==> config.mk <==
export PLATFORM = sky130hd
export DESIGN_NAME = serial_peripheral_link_ctrl
export DESIGN_NICKNAME = d
export VERILOG_FILES = /design/src/design/spi_link_pkg.sv /design/src/design/sclk_rate_if.sv /design/src/design/sclk_rate_gen.sv /design/src/design/serial_peripheral_link_ctrl.sv
export SDC_FILE = /design/constraint.sdc
export NUM_CORES = 1
export LEC_CHECK = 0
export BUFFER_PORTS_ARGS = -buffer_cell sky130_fd_sc_hd__buf_2
export CAP_MARGIN = 25
export CORE_MARGIN = 2
export CORE_UTILIZATION = 54
export DETAILED_ROUTE_END_ITERATION = 6
export GPL_TIMING_DRIVEN = 0
export PLACE_DENSITY = 0.86
export SLEW_MARGIN = 0
export SYNTH_ARGS = -nofsm -noshare
export SYNTH_HDL_FRONTEND = slang
export SYNTH_SLANG_ARGS = --single-unit
==> constraint.sdc <==
create_clock -name core_clk -period 3.1 [get_ports core_clk]
set_clock_uncertainty 0.2 [all_clocks]
set_input_delay 0.465 -clock core_clk [delete_from_list [all_inputs] [get_ports core_clk]]
set_output_delay 0.465 -clock core_clk [all_outputs]
set_load 0.02 [all_outputs]
==> src/design/spi_link_pkg.sv <==
`default_nettype none
package spi_link_pkg;

	// ----------------------------------------------------------------
	// Register map and field layout
	// ----------------------------------------------------------------
	localparam logic [31:0] BASE_LINK0  = 32'h4003_0000;
	localparam logic [31:0] BASE_LINK1  = 32'h4003_4000;
	localparam logic [7:0]  OFF_CTRL    = 8'h00;
	localparam logic [7:0]  OFF_DIV     = 8'h04;
	localparam logic [7:0]  OFF_SEL     = 8'h08;
	localparam logic [7:0]  OFF_RX0     = 8'h10;
	localparam logic [7:0]  OFF_RX1     = 8'h14;
	localparam logic [7:0]  OFF_TX0     = 8'h20;
	localparam logic [7:0]  OFF_TX1     = 8'h24;
	localparam logic [7:0]  OFF_PAT     = 8'h34;

	localparam logic [31:0] CTRL_RESET  = 32'h0000_0004;
	localparam logic [31:0] CTRL_WMASK  = 32'h009E_FFFE;
	localparam logic [31:0] DIV_RESET   = 32'h0000_0000;
	localparam logic [31:0] SEL_RESET   = 32'h0000_0000;
	localparam logic [31:0] SEL_WMASK   = 32'h0000_001D;
	localparam logic [31:0] PAT_RESET   = 32'h007F_FF87;

	localparam int CB_RUN         = 0;
	localparam int CB_SAMPLE_FALL = 1;
	localparam int CB_DRIVE_FALL  = 2;
	localparam int CB_LSB         = 10;
	localparam int CB_CPOL        = 11;
	localparam int CB_FLAG        = 16;
	localparam int CB_IRQ_EN      = 17;
	localparam int CB_SLAVE       = 18;
	localparam int CB_VAR         = 23;
	localparam int SB_OUT         = 0;
	localparam int SB_LEVEL       = 2;
	localparam int SB_AUTO        = 3;
	localparam int SB_LSENS       = 4;
	localparam int SB_MET         = 5;

	localparam logic [4:0] GAP_BASE   = 5'h02;
	localparam logic [1:0] RESP_OKAY  = 2'h0;
	localparam logic [1:0] RESP_ERR   = 2'h2;

	typedef enum logic [1:0] {
		ST_IDLE  = 2'b00,
		ST_SHIFT = 2'b01,
		ST_GAP   = 2'b11
	} xfer_state_t;

	// ----------------------------------------------------------------
	// Shared helpers
	// ----------------------------------------------------------------
	function automatic logic [5:0] word_bits(input logic [4:0] len);
		return (len == 5'h00) ? 6'h20 : {1'b0, len};
	endfunction

	function automatic logic [4:0] bit_index(input logic [5:0] k, input logic [5:0] n,
		input logic lsb);
		logic [5:0] m;
		m = n - 6'h01 - k;
		return lsb ? k[4:0] : m[4:0];
	endfunction

	function automatic logic [31:0] merge_bytes(input logic [31:0] old_v,
		input logic [31:0] new_v, input logic [3:0] strb);
		logic [31:0] r;
		r = old_v;
		for (int i = 0; i < 4; i++) begin
			if (strb[i]) begin
				r[i*8 +: 8] = new_v[i*8 +: 8];
			end
		end
		return r;
	endfunction

endpackage
`default_nettype wire

==> src/design/sclk_rate_if.sv <==
`timescale 1ns/100ps
`default_nettype none
interface sclk_rate_if;
	logic        run;
	logic        var_en;
	logic [15:0] div_a;
	logic [15:0] div_b;
	logic [31:0] pattern;
	logic        half_tick;

	modport ctrl (output run, var_en, div_a, div_b, pattern, input half_tick);
	modport gen  (input run, var_en, div_a, div_b, pattern, output half_tick);
endinterface
`default_nettype wire

==> src/design/sclk_rate_gen.sv <==
`timescale 1ns/100ps
`default_nettype none
module sclk_rate_gen (
	input wire logic  core_clk, // Bus clock
	input wire logic  sys_rst,  // Synchronous reset, high
	sclk_rate_if.gen  rif       // Rate control and half-period tick
);

	logic [15:0] cnt_q;
	logic [4:0]  half_q;
	logic        sel_q;
	logic [15:0] limit;

	// Each half period lasts divisor+1 bus clocks
	assign limit = (rif.var_en && sel_q) ? rif.div_b : rif.div_a;
	assign rif.half_tick = rif.run && (cnt_q == limit);

	always_ff @(posedge core_clk) begin
		if (sys_rst || !rif.run || rif.half_tick) begin
			cnt_q <= 16'h0000;
		end else begin
			cnt_q <= cnt_q + 16'h0001;
		end
	end

	// Pattern is read MSB first, one bit per half, two per serial cycle
	always_ff @(posedge core_clk) begin
		if (sys_rst || !rif.run) begin
			half_q <= 5'h00;
		end else if (rif.half_tick) begin
			half_q <= half_q + 5'h01;
		end
	end

	// The bit of the finished half picks the rate of the next one
	always_ff @(posedge core_clk) begin
		if (sys_rst || !rif.run) begin
			sel_q <= 1'b0;
		end else if (rif.half_tick) begin
			sel_q <= rif.pattern[~half_q];
		end
	end

endmodule // sclk_rate_gen
`default_nettype wire

==> src/design/serial_peripheral_link_ctrl.sv <==
// The implementer's own choice: the AXI4-Lite interface to the registers.
`timescale 1ns/100ps
`default_nettype none
// Operation
// - Variable clock enable uses patterned clock rates
// - Pattern 0 picks divisor A, 1 divisor B
// - Two pattern bits per cycle, MSB first
// - Select polarity follows active level bit
// - Select input level or edge sensitive
// - Clock idles at idle polarity bit
// - Word length field sets bits per word
// - Separate bits choose drive and sample edge
// - Low bit first when flag set
// - Single word ignores gap length
// - Master run starts transfer, self clears
// - Slave run arms wait for master
// - Manual select follows select output bit
// - Completion raises interrupt when enabled
// - Receive word zero, transmit word zero
// - Two instances at separate base addresses
// - Completion flag clears on write one
// - Clock equals bus clock over 2(div+1)
// - Level select drop ends transfer, flags
module serial_peripheral_link_ctrl
	import spi_link_pkg::*;
#(
	parameter logic [31:0] BASE_ADDR = BASE_LINK0
) (
	input  wire logic        core_clk,      // Bus clock, 40 MHz
	input  wire logic        sys_rst,       // Synchronous reset, high
	input  wire logic [31:0] s_axi_awaddr,  // Write address
	input  wire logic        s_axi_awvalid, // Write address valid
	output logic             s_axi_awready, // Write address ready
	input  wire logic [31:0] s_axi_wdata,   // Write data
	input  wire logic [3:0]  s_axi_wstrb,   // Write byte lanes
	input  wire logic        s_axi_wvalid,  // Write data valid
	output logic             s_axi_wready,  // Write data ready
	output logic [1:0]       s_axi_bresp,   // Write response
	output logic             s_axi_bvalid,  // Write response valid
	input  wire logic        s_axi_bready,  // Write response ready
	input  wire logic [31:0] s_axi_araddr,  // Read address
	input  wire logic        s_axi_arvalid, // Read address valid
	output logic             s_axi_arready, // Read address ready
	output logic [31:0]      s_axi_rdata,   // Read data
	output logic [1:0]       s_axi_rresp,   // Read response
	output logic             s_axi_rvalid,  // Read data valid
	input  wire logic        s_axi_rready,  // Read data ready
	input  wire logic        sclk_in,       // Serial clock pin in
	output logic             sclk_out,      // Serial clock pin out
	output logic             sclk_oe,       // Serial clock drive enable
	input  wire logic        select_in,     // Select pin in
	output logic             select_out,    // Select pin out
	output logic             select_oe,     // Select drive enable
	input  wire logic        data_in,       // Serial data in
	output logic             data_out,      // Serial data out
	output logic             irq            // Completion interrupt
);

	// ----------------------------------------------------------------
	// Registers
	// ----------------------------------------------------------------
	logic [31:0] ctrl_q;
	logic [31:0] div_q;
	logic [31:0] ssr_q;
	logic [31:0] pat_q;
	logic [31:0] tx_q [2];
	logic [31:0] rx_q [2];
	logic        busy_q;
	logic        flag_q;
	logic        met_q;

	xfer_state_t st_q;
	logic [7:0]  hc_q;
	logic [5:0]  drv_k_q;
	logic [5:0]  smp_k_q;
	logic        word_q;
	logic        ph_q;
	logic        dout_q;
	logic        sclk_prev_q;
	logic        act_prev_q;

	logic        aw_hold_q;
	logic        w_hold_q;
	logic [31:0] aw_addr_q;
	logic [31:0] w_data_q;
	logic [3:0]  w_strb_q;
	logic        bvalid_q;
	logic [1:0]  bresp_q;
	logic        rvalid_q;
	logic [31:0] rdata_q;
	logic [1:0]  rresp_q;

	sclk_rate_if rif ();

	sclk_rate_gen u_rate (
		.core_clk (core_clk),
		.sys_rst  (sys_rst),
		.rif      (rif.gen)
	);

	function automatic logic addr_hit(input logic [31:0] a);
		logic [7:0] o;
		o = a[7:0];
		if (a[31:14] != BASE_ADDR[31:14] || a[13:8] != 6'h00) begin
			return 1'b0;
		end else if (o == OFF_CTRL || o == OFF_DIV || o == OFF_SEL || o == OFF_PAT) begin
			return 1'b1;
		end else if (o == OFF_RX0 || o == OFF_RX1 || o == OFF_TX0 || o == OFF_TX1) begin
			return 1'b1;
		end else begin
			return 1'b0;
		end
	endfunction

	// ----------------------------------------------------------------
	// Write decode
	// ----------------------------------------------------------------
	logic       do_wr;
	logic       wr_ok;
	logic       cfg_ok;
	logic [7:0] w_off;
	logic       wr_ctrl;
	logic       run_wr;
	logic       go;
	logic       stop;
	logic       flag_clr;

	assign do_wr    = aw_hold_q && w_hold_q && !bvalid_q;
	assign wr_ok    = do_wr && addr_hit(aw_addr_q);
	assign w_off    = aw_addr_q[7:0];
	// Mid-transfer register stores are dropped so settings cannot change under the shifter; CTRL run and flag bits still act
	assign cfg_ok   = wr_ok && !busy_q;
	assign wr_ctrl  = wr_ok && (w_off == OFF_CTRL);
	assign run_wr   = wr_ctrl && w_strb_q[0];
	assign go       = run_wr && w_data_q[CB_RUN] && !busy_q;
	assign stop     = run_wr && !w_data_q[CB_RUN] && busy_q;
	assign flag_clr = wr_ctrl && w_strb_q[2] && w_data_q[CB_FLAG];

	// ----------------------------------------------------------------
	// Transfer decode
	// ----------------------------------------------------------------
	logic       slave;
	logic       lsb;
	logic       cpol;
	logic       two;
	logic       more;
	logic [5:0] n_bits;
	logic [7:0] gap_halves;
	logic [4:0] gap_periods;
	logic       s_active;
	logic       lvl_mode;
	logic       shifting;
	logic       tick;
	logic       edge_e;
	logic       rise_e;
	logic       drive_e;
	logic       sample_e;
	logic       m_word_end;
	logic       s_word_end;
	logic       word_end;
	logic       gap_end;
	logic       s_start;
	logic       s_drop;
	logic       done;

	assign slave       = ctrl_q[CB_SLAVE];
	assign lsb         = ctrl_q[CB_LSB];
	assign cpol        = ctrl_q[CB_CPOL];
	assign n_bits      = word_bits(ctrl_q[7:3]);
	assign two         = (ctrl_q[9:8] == 2'b01);
	assign more        = two && !word_q;
	assign gap_periods = {1'b0, ctrl_q[15:12]} + GAP_BASE;
	assign gap_halves  = {2'b00, gap_periods, 1'b0};
	assign s_active    = (select_in == ssr_q[SB_LEVEL]);
	assign lvl_mode    = ssr_q[SB_LSENS];
	assign shifting    = (st_q == ST_SHIFT);
	assign tick        = rif.half_tick;

	assign rif.run     = !slave && (st_q != ST_IDLE);
	assign rif.var_en  = ctrl_q[CB_VAR];
	assign rif.div_a   = div_q[15:0];
	assign rif.div_b   = div_q[31:16];
	assign rif.pattern = pat_q;

	// Slave clock is sampled on the bus clock, hence the five-period floor
	always_comb begin
		if (slave) begin
			edge_e = shifting && s_active && !met_q && (sclk_in != sclk_prev_q);
			rise_e = sclk_in;
		end else begin
			edge_e = shifting && tick;
			rise_e = !(ph_q ^ cpol);
		end
	end

	assign drive_e    = edge_e && (rise_e ^ ctrl_q[CB_DRIVE_FALL]);
	assign sample_e   = edge_e && (rise_e ^ ctrl_q[CB_SAMPLE_FALL]);
	assign m_word_end = !slave && shifting && tick
		&& (hc_q == {1'b0, n_bits, 1'b0} - 8'h01);
	assign s_word_end = slave && sample_e && (smp_k_q == n_bits - 6'h01);
	assign word_end   = m_word_end || s_word_end;
	assign gap_end    = (st_q == ST_GAP) && tick && (hc_q == gap_halves - 8'h01);
	assign s_start    = slave && busy_q && (st_q == ST_IDLE) && s_active
		&& (lvl_mode || !act_prev_q);
	assign s_drop     = slave && shifting && !s_active && (lvl_mode || act_prev_q);

	always_comb begin
		done = 1'b0;
		if (!slave && m_word_end && !more) begin
			done = 1'b1;
		end else if (s_drop) begin
			done = 1'b1;
		end else if (slave && lvl_mode && s_word_end && !more) begin
			done = 1'b1;
		end
	end

	// ----------------------------------------------------------------
	// Sequencer
	// ----------------------------------------------------------------
	always_ff @(posedge core_clk) begin
		if (sys_rst || stop) begin
			st_q <= ST_IDLE;
		end else begin
			case (st_q)
				ST_IDLE: begin
					if ((go && !slave) || s_start) begin
						st_q <= ST_SHIFT;
					end
				end
				ST_SHIFT: begin
					if (done) begin
						st_q <= ST_IDLE;
					end else if (m_word_end && more) begin
						st_q <= ST_GAP;
					end
				end
				ST_GAP: begin
					if (gap_end) begin
						st_q <= ST_SHIFT;
					end
				end
				default: begin
					st_q <= ST_IDLE;
				end
			endcase
		end
	end

	always_ff @(posedge core_clk) begin
		if (sys_rst || st_q == ST_IDLE || m_word_end || gap_end) begin
			hc_q <= 8'h00;
		end else if (tick) begin
			hc_q <= hc_q + 8'h01;
		end
	end

	// Drive index trails the sample index so the first bit is not skipped
	always_ff @(posedge core_clk) begin
		if (sys_rst || st_q == ST_IDLE || word_end) begin
			smp_k_q <= 6'h00;
			drv_k_q <= 6'h00;
		end else begin
			if (sample_e) begin
				smp_k_q <= smp_k_q + 6'h01;
			end
			if (drive_e && smp_k_q != 6'h00) begin
				drv_k_q <= drv_k_q + 6'h01;
			end
		end
	end

	always_ff @(posedge core_clk) begin
		if (sys_rst || st_q == ST_IDLE) begin
			word_q <= 1'b0;
		end else if (word_end && more) begin
			word_q <= 1'b1;
		end
	end

	always_ff @(posedge core_clk) begin
		if (sys_rst || !shifting || slave) begin
			ph_q <= 1'b0;
		end else if (tick) begin
			ph_q <= !ph_q;
		end
	end

	always_ff @(posedge core_clk) begin
		if (sys_rst) begin
			sclk_prev_q <= 1'b0;
			act_prev_q  <= 1'b0;
		end else begin
			sclk_prev_q <= sclk_in;
			act_prev_q  <= s_active;
		end
	end

	always_ff @(posedge core_clk) begin
		if (sys_rst) begin
			dout_q <= 1'b0;
		end else begin
			dout_q <= tx_q[word_q][bit_index(drv_k_q, n_bits, lsb)];
		end
	end

	always_ff @(posedge core_clk) begin
		if (sys_rst) begin
			rx_q[0] <= 32'h0000_0000;
			rx_q[1] <= 32'h0000_0000;
		end else if (sample_e) begin
			rx_q[word_q][bit_index(smp_k_q, n_bits, lsb)] <= data_in;
		end
	end

	// ----------------------------------------------------------------
	// Status
	// ----------------------------------------------------------------
	always_ff @(posedge core_clk) begin
		if (sys_rst) begin
			busy_q <= 1'b0;
		end else if (go) begin
			busy_q <= 1'b1;
		end else if (done || stop) begin
			busy_q <= 1'b0;
		end
	end

	// A completion in the clearing cycle keeps the flag set
	always_ff @(posedge core_clk) begin
		if (sys_rst) begin
			flag_q <= 1'b0;
		end else if (done) begin
			flag_q <= 1'b1;
		end else if (flag_clr) begin
			flag_q <= 1'b0;
		end
	end

	always_ff @(posedge core_clk) begin
		if (sys_rst || go) begin
			met_q <= 1'b0;
		end else if (word_end && !more) begin
			met_q <= 1'b1;
		end
	end

	// ----------------------------------------------------------------
	// Software registers
	// ----------------------------------------------------------------
	always_ff @(posedge core_clk) begin
		if (sys_rst) begin
			ctrl_q <= CTRL_RESET;
			div_q  <= DIV_RESET;
			ssr_q  <= SEL_RESET;
			pat_q  <= PAT_RESET;
		end else if (cfg_ok) begin
			if (w_off == OFF_CTRL) begin
				ctrl_q <= merge_bytes(ctrl_q, w_data_q, w_strb_q) & CTRL_WMASK;
			end else if (w_off == OFF_DIV) begin
				div_q <= merge_bytes(div_q, w_data_q, w_strb_q);
			end else if (w_off == OFF_SEL) begin
				ssr_q <= merge_bytes(ssr_q, w_data_q, w_strb_q) & SEL_WMASK;
			end else if (w_off == OFF_PAT) begin
				pat_q <= merge_bytes(pat_q, w_data_q, w_strb_q);
			end
		end
	end

	always_ff @(posedge core_clk) begin
		if (sys_rst) begin
			tx_q[0] <= 32'h0000_0000;
			tx_q[1] <= 32'h0000_0000;
		end else if (cfg_ok) begin
			if (w_off == OFF_TX0) begin
				tx_q[0] <= merge_bytes(tx_q[0], w_data_q, w_strb_q);
			end else if (w_off == OFF_TX1) begin
				tx_q[1] <= merge_bytes(tx_q[1], w_data_q, w_strb_q);
			end
		end
	end

	// ----------------------------------------------------------------
	// Pins and interrupt
	// ----------------------------------------------------------------
	logic sel_act;

	// Auto select asserts only while busy; manual mode follows the bit
	assign sel_act    = ssr_q[SB_AUTO] ? (busy_q && ssr_q[SB_OUT]) : ssr_q[SB_OUT];
	assign select_out = sel_act ? ssr_q[SB_LEVEL] : !ssr_q[SB_LEVEL];
	assign select_oe  = !slave;
	assign sclk_out   = ph_q ^ cpol;
	assign sclk_oe    = !slave;
	assign data_out   = dout_q;
	assign irq        = flag_q && ctrl_q[CB_IRQ_EN];

	// ----------------------------------------------------------------
	// AXI4-Lite write channel
	// ----------------------------------------------------------------
	assign s_axi_awready = !aw_hold_q && !bvalid_q;
	assign s_axi_wready  = !w_hold_q && !bvalid_q;
	assign s_axi_bvalid  = bvalid_q;
	assign s_axi_bresp   = bresp_q;

	always_ff @(posedge core_clk) begin
		if (sys_rst || do_wr) begin
			aw_hold_q <= 1'b0;
		end else if (s_axi_awvalid && s_axi_awready) begin
			aw_hold_q <= 1'b1;
		end
	end

	always_ff @(posedge core_clk) begin
		if (sys_rst) begin
			aw_addr_q <= 32'h0000_0000;
		end else if (s_axi_awvalid && s_axi_awready) begin
			aw_addr_q <= s_axi_awaddr;
		end
	end

	always_ff @(posedge core_clk) begin
		if (sys_rst || do_wr) begin
			w_hold_q <= 1'b0;
		end else if (s_axi_wvalid && s_axi_wready) begin
			w_hold_q <= 1'b1;
		end
	end

	always_ff @(posedge core_clk) begin
		if (sys_rst) begin
			w_data_q <= 32'h0000_0000;
			w_strb_q <= 4'h0;
		end else if (s_axi_wvalid && s_axi_wready) begin
			w_data_q <= s_axi_wdata;
			w_strb_q <= s_axi_wstrb;
		end
	end

	always_ff @(posedge core_clk) begin
		if (sys_rst) begin
			bvalid_q <= 1'b0;
			bresp_q  <= RESP_OKAY;
		end else if (do_wr) begin
			bvalid_q <= 1'b1;
			bresp_q  <= wr_ok ? RESP_OKAY : RESP_ERR;
		end else if (s_axi_bready) begin
			bvalid_q <= 1'b0;
		end
	end

	// ----------------------------------------------------------------
	// AXI4-Lite read channel
	// ----------------------------------------------------------------
	logic [31:0] rd_val;
	logic [7:0]  r_off;

	assign r_off         = s_axi_araddr[7:0];
	assign s_axi_arready = !rvalid_q;
	assign s_axi_rvalid  = rvalid_q;
	assign s_axi_rdata   = rdata_q;
	assign s_axi_rresp   = rresp_q;

	always_comb begin
		rd_val = 32'h0000_0000;
		if (!addr_hit(s_axi_araddr)) begin
			rd_val = 32'h0000_0000;
		end else if (r_off == OFF_CTRL) begin
			rd_val = ctrl_q;
			rd_val[CB_RUN]  = busy_q;
			rd_val[CB_FLAG] = flag_q;
		end else if (r_off == OFF_DIV) begin
			rd_val = div_q;
		end else if (r_off == OFF_SEL) begin
			rd_val = ssr_q;
			rd_val[SB_MET] = met_q;
		end else if (r_off == OFF_RX0) begin
			rd_val = rx_q[0];
		end else if (r_off == OFF_RX1) begin
			rd_val = rx_q[1];
		end else if (r_off == OFF_PAT) begin
			rd_val = pat_q;
		end
	end

	always_ff @(posedge core_clk) begin
		if (sys_rst) begin
			rvalid_q <= 1'b0;
			rdata_q  <= 32'h0000_0000;
			rresp_q  <= RESP_OKAY;
		end else if (s_axi_arvalid && s_axi_arready) begin
			rvalid_q <= 1'b1;
			rdata_q  <= rd_val;
			rresp_q  <= addr_hit(s_axi_araddr) ? RESP_OKAY : RESP_ERR;
		end else if (s_axi_rready) begin
			rvalid_q <= 1'b0;
		end
	end

endmodule // serial_peripheral_link_ctrl
`default_nettype wire

### Word-level counts from Yosys, hierarchy flattened

Memory sizes are Yosys's and may differ from the RTL's. A register that Yosys moved wholly into a read port is not among the register bits.
Cells that the tools add are included.

| word-level totals | value |
|---|---|
| register bits | 248 |
| RAM bits | 128 |
| output and inout bits | 47 |
| memories | 2 |

Memory list:

| memory | words | width | read ports | clocked after memory_dff | wr ports | RTL line | RTL |
|---|---|---|---|---|---|---|---|
| rx_q | 2 | 32 | 2 | 0 | 2 | serial_peripheral_link_ctrl.sv:67 | `logic [31:0] rx_q [2];` |
| tx_q | 2 | 32 | 1 | 1 | 2 | serial_peripheral_link_ctrl.sv:66 | `logic [31:0] tx_q [2];` |

| operators by class | value |
|---|---|
| $add $sub $neg | 11 |
| $lt $le $gt $ge | 4 |
| equal/unequal tests | 36 |
| multiplexer cells | 110 |
| bitwise logic cells | 15 |
| reduce and logical (&&, ||, !) cells | 135 |

Operators with widths:

| kind | count |
|---|---|
| $mux W8 | 44 |
| $mux W32 | 10 |
| $logic_and A1 B1 Y1 | 54 |
| $eq A8 B6 Y1 const B | 6 |
| $mux W1 | 42 |
| $ne A18 B17 Y1 const B | 2 |
| $eq A8 B5 Y1 const B | 4 |
| $reduce_or A32 Y1 | 1 |
| $logic_or A1 B1 Y1 | 30 |
| $reduce_and A6 Y1 | 4 |
| $ne A5 B5 Y1 const B | 4 |
| $lt A5 B6 Y1 const B | 3 |
| $reduce_bool A6 Y1 | 3 |
| $logic_not A1 Y1 | 17 |
| $add A16 B1 Y16 const B | 1 |
| $eq A16 B16 Y1 | 1 |
| $eq A8 B3 Y1 const B | 2 |
| $eq A8 B4 Y1 const B | 2 |
| $eq A8 B8 Y1 | 2 |
| $logic_not A8 Y1 | 2 |
| $mux W16 | 1 |
| $ne A4 B4 Y1 const B | 4 |
| $reduce_and A2 Y1 | 8 |
| $reduce_and A4 Y1 | 4 |
| other kinds (31) | 60 |

### Logic depth before layout (Yosys ltp)

| logic depth | value |
|---|---|
| depth in word-level cells | 17 |
| depth in mapped cells | 14 |
| gate-level depth less buffers | 12 |

### Hierarchy

Synthesis repeated with hierarchy kept, for this count alone.

| unflattened totals | value |
|---|---|
| cell total of the unflattened synthesis | 1910 |
| area, all modules | 18071.1 um2 |

By module, submodules not included:

| module | instances | cells each | area an instance (um2) |
|---|---|---|---|
| serial_peripheral_link_ctrl | 1 | 1727 | 16360.7 |
| sclk_rate_gen | 1 | 183 | 1710.4 |

### Worst setup path after synthesis

Ideal clock, no wire load.

| path | value |
|---|---|
| path kind | reg2reg |
| from | reg ctrl_q[3] |
| to | mem rx_q[0][12] (enable) |
| arrival | 2.907 ns |
| required time | 2.596 ns |
| slack | -0.311 ns |
| cell stages (with the launch flop) | 15 |
| path buffers | 2 |
| clock period less this slack | 3.411 ns |
| cell sequence | dfxtp_1 clkbuf_1 inv_1 ha_1 xor2_1 ha_1 nor2b_1 o21ai_0 a21boi_0 nor3_1 xnor2_1 nor2b_1 nand2_1 clkbuf_1 o21bai_1 |

RTL lines:

| element | RTL line | RTL |
|---|---|---|
| start: declaration | serial_peripheral_link_ctrl.sv:62 | `logic [31:0] ctrl_q;` |
| start signal: assignment | serial_peripheral_link_ctrl.sv:359 | `ctrl_q <= merge_bytes(ctrl_q, w_data_q, w_strb_q) & CTRL_WMASK;` |
| end: declaration | serial_peripheral_link_ctrl.sv:67 |  |

==> qor.yml <==
io_pins: 157
routabilityCongestion: 0.999
synth.top_cell.area_share_pct: 27.4
status: "finished with violations"
reg2reg_to: "rx_q[0][9]$_SDFFCE_PN0P_"
synth_enable_flop_cells: 128
antenna_found_initial: 0
crit_arrival_ns: 3.44
hp-class: "in -> reg"
vias: 17300
synth.area.top_cells: "dfxtp_1 (27%), edfxtp_1 (21%), nand2_1 (5.5%), nor2_1 (4.6%), a21oi_1 (4.3%)"
synthCells: 1889
viasPerCell: 6.49
placed_area_um2: 19500
period_minus_slack_ns: 3.39
cpMaxStageDelayCell: "or4_4"
max_cap_viol_count: 0
rsz0062_at_grt: "true"
seqPwrFrac_pct: 46.0
die_w_um: 186
pwr-share-comb_pct: 7.6
initial_core_util_pct: 55.0
grt_max_degree: 15
track_usage_pct: 34.8
hold_viol_final: 3
dp_slack_ns: -0.848
slew_headroom_pct: 27.6
violations: "design-rule violations, negative hold slack, negative setup slack"
worst-path-buf-inv: 3
drtIter0Drc: 2724
p_sw_share_pct: 24.2
slew_viol_final: 0
grt_pass1_wl_um: 94100
nets: 2330
tightest_slew_ns: 1.08
holdPathEnd: "w_data_q[9]$_SDFFE_PP0P_"
p_clk_share_pct: 46.5
async_flop_share_pct: 0
vdd_ir_drop_max_v: 0.000365
r2r_cells: 12
startpoint_type: "register"
insertion_delay_ns: 0.55
fp.dieH_um: 186
ys_dominant_reg_cell: "dfxtp_1"
min_path_cells: 3
finalWirelength_um: 65300
cts_tree: "done"
drive_above_1_share_pct: 23.4
cts_root_buf: "clkbuf_16"
grt_pass1_vias: 16500
area_growth_pct: 28.0
syn-cell-area_um2: 18000
cts.sinks: 374
antenna_left: 0
crit_type: "reg -> reg"
synth_common_cells: "nand2_1 (264), dfxtp_1 (246), nor2_1 (220)"
dr.pass1.iters: 7
clk_pin_slew_ns: 0.07
avgSynthCellArea_um2: 9.52
crit_path_cell_trace: "inv_2 > ha_4 > nor2_4 > o311ai_2 > or4_4 > nor4_4 > nand4_4 > a2111oi_4 > buf_12 > nand2_4 > buf_8 > o21bai_2"
dp_hpwl_um: 42000
coreArea_um2: 32700
ys_seq_area_share_pct: 48.8
crit_required_ns: 3.15
synth_top_area_cell: "dfxtp_1"
ctsHtreeMaxLevel: 2
crit_fanout: 8
synth-seq-cells: 374
post-route-period-util_pct: 109
cts_buffers: 40
antenna_cells: 0
yosysMostFrequentCell: "nand2_1"
design.die.area_um2: 34800
fin_area_um2: 23000
overflow: 0
wl_per_cell_um: 24.5
setup_ws_ns: -0.289
p_sw_mw: 2.80
hold_path_startpoint: "s_axi_wdata[9]"
ys_warn_count: 0
fmax_ghz: 0.295
drc_errors: 12
whs_ns: -0.00216
path_depth: 12
cpPeakStageDelay_ns: 0.55
clock_path_buffers: 3
p_int_mw: 8.77
p_leak_nw: 8.70
critPathTopFamily: "simple AND/OR/NAND/NOR gates"
portBuffers: 153
r2r_start: "st_q[1]$_SDFFE_PP0P_"
end_kind: "register"
p_per_area_nw_per_um2: 503
ys_types: 73
worst-r2r-setup-slack_ns: -0.29
setup_viol_count_final: 132
rows: 66
==> layer usage <==
layer,track usage (%),routed length (um),part of all wire [%]
met5,0,0,0
met4,23.4,5480,8.4
met3,6.92,7880,12
met2,55.9,29400,45
met1,42.7,22600,35
==> logic make-up (layout without fill, tap and decap cells) <==
kind of cell	after synthesis	in the layout	share of synthesized area [%]
AO/OA/AOI/OAI	407	407	15.4
XOR/XNOR	64	64	3.27
adder cells (fa/ha/maj)	25	25	1.82
buffers and inverters	177	514	4.02
flip-flops	374	374	48.8
multiplexers	95	95	7.16
other	1	2	0.0209
AND/OR/NAND/NOR	746	746	19.6
==> through the flow <==
stage | hold slack, ns | std cells | power (mW) | TNS [ns] | util, %
2_1_floorplan | 0.240 | 1890 | 5.81 | -0.155 | -
3_3_place_gp | 0.261 | 2485 | 6.08 | -149.70 | 59.5
3_5_place_dp | 0.262 | 2486 | 6.11 | -174.02 | 59.5
4_1_cts | 0.000326 | 2643 | 11.4 | -29.38 | 67.9
5_1_grt | 0.00724 | 2669 | 11.7 | -33.50 | 70.3
6_report | -0.00216 | 2669 | 11.6 | -23.62 | 70.3
==> flip-flops by register name, indices dropped and copies added, names as in the netlist, 2 cells and up, named ones only <==
signal	flops
aw_addr_q	32
drv_k_q	5
u_rate.cnt_q	16
ctrl_q	20
st_q	2
tx_q	64
ssr_q	4
rx_q	64
smp_k_q	6
w_data_q	32
div_q	32
u_rate.half_q	5
pat_q	32
hc_q	8
w_strb_q	4
s_axi_rdata	32
==> worst max-delay path by stage <==
stage                                   start  slack, ns                        end
CTS                      st_q[1]$_SDFFE_PP0P_      -0.35  rx_q[0][17]$_SDFFCE_PN0P_
detailed placement       st_q[0]$_SDFFE_PP0P_      -0.85  rx_q[0][29]$_SDFFCE_PN0P_
finish                   st_q[1]$_SDFFE_PP0P_      -0.29   rx_q[0][9]$_SDFFCE_PN0P_
floorplan           u_rate.sel_q$_SDFFE_PP0N_      -0.02  rx_q[0][17]$_SDFFCE_PN0P_
global route             st_q[1]$_SDFFE_PP0P_      -0.36   rx_q[0][9]$_SDFFCE_PN0P_
global placement         st_q[0]$_SDFFE_PP0P_      -0.76  rx_q[0][29]$_SDFFCE_PN0P_
==> cells in the final DEF (no fill, tap or decap), types with 10 or more instances in the layout <==
cell           instances
a211o_1               15
a211oi_1              11
a21oi_1              152
a222oi_1              22
a22o_1                11
a22oi_1               35
and2_1                43
and3_1                14
buf_2                155
buf_4                 47
buf_6                 22
clkbuf_1              83
clkbuf_16             49
dfxtp_1              240
dlygate4sd3_1         58
edfxtp_1             128
ha_1                  20
inv_1                 43
mux2i_1               58
mux4_2                26
nand2_1              250
nand2_2               10
nand3_1               52
nand4_1               20
nor2_1               180
nor2_2                22
nor2_4                18
nor2b_1               33
nor4_1                19
o21ai_0               26
o21bai_1              40
o21bai_4              22
xnor2_1               26
xor2_1                33
==> layout make-up <==
type	count	area, um^2
flip-flops and latches	374	8780
repair buffers	272	1960
well taps	442	553
plain buffers	119	641
multi-input cells	1339	9400
clock inverters	17	174
fillers	2148	9700
clock buffers	57	1320
inverters	49	186
==> tightest hold or removal path, delay by kind of cell <==
family	cells	cell delay, ns
AOI/OAI and AO/OA	1	0.06
buffers and inverters	1	0.09
and+or+nand+nor	1	0.06
==> power groups by stage <==
stage               combinational, mW  sequential, mW  clock (mW)
floorplan                       0.453            5.36           0
global placement                0.676            5.41           0
detailed placement              0.700            5.41           0
CTS                             0.812            5.31        5.28
global route                    0.926            5.32        5.50
finish                          0.874            5.32        5.37
==> what timing repair did <==
item                                   4_1_cts  5_1_grt
hold buffers                                58        0
endpoints found under the hold margin       58        0
pin swaps                                   47       38
setup endpoints to repair                  362      385
gates cloned                                 1        1
gates resized for setup                    116      134
buffers inserted                            29       29
Note: power is estimated with default switching activity, not from simulation.
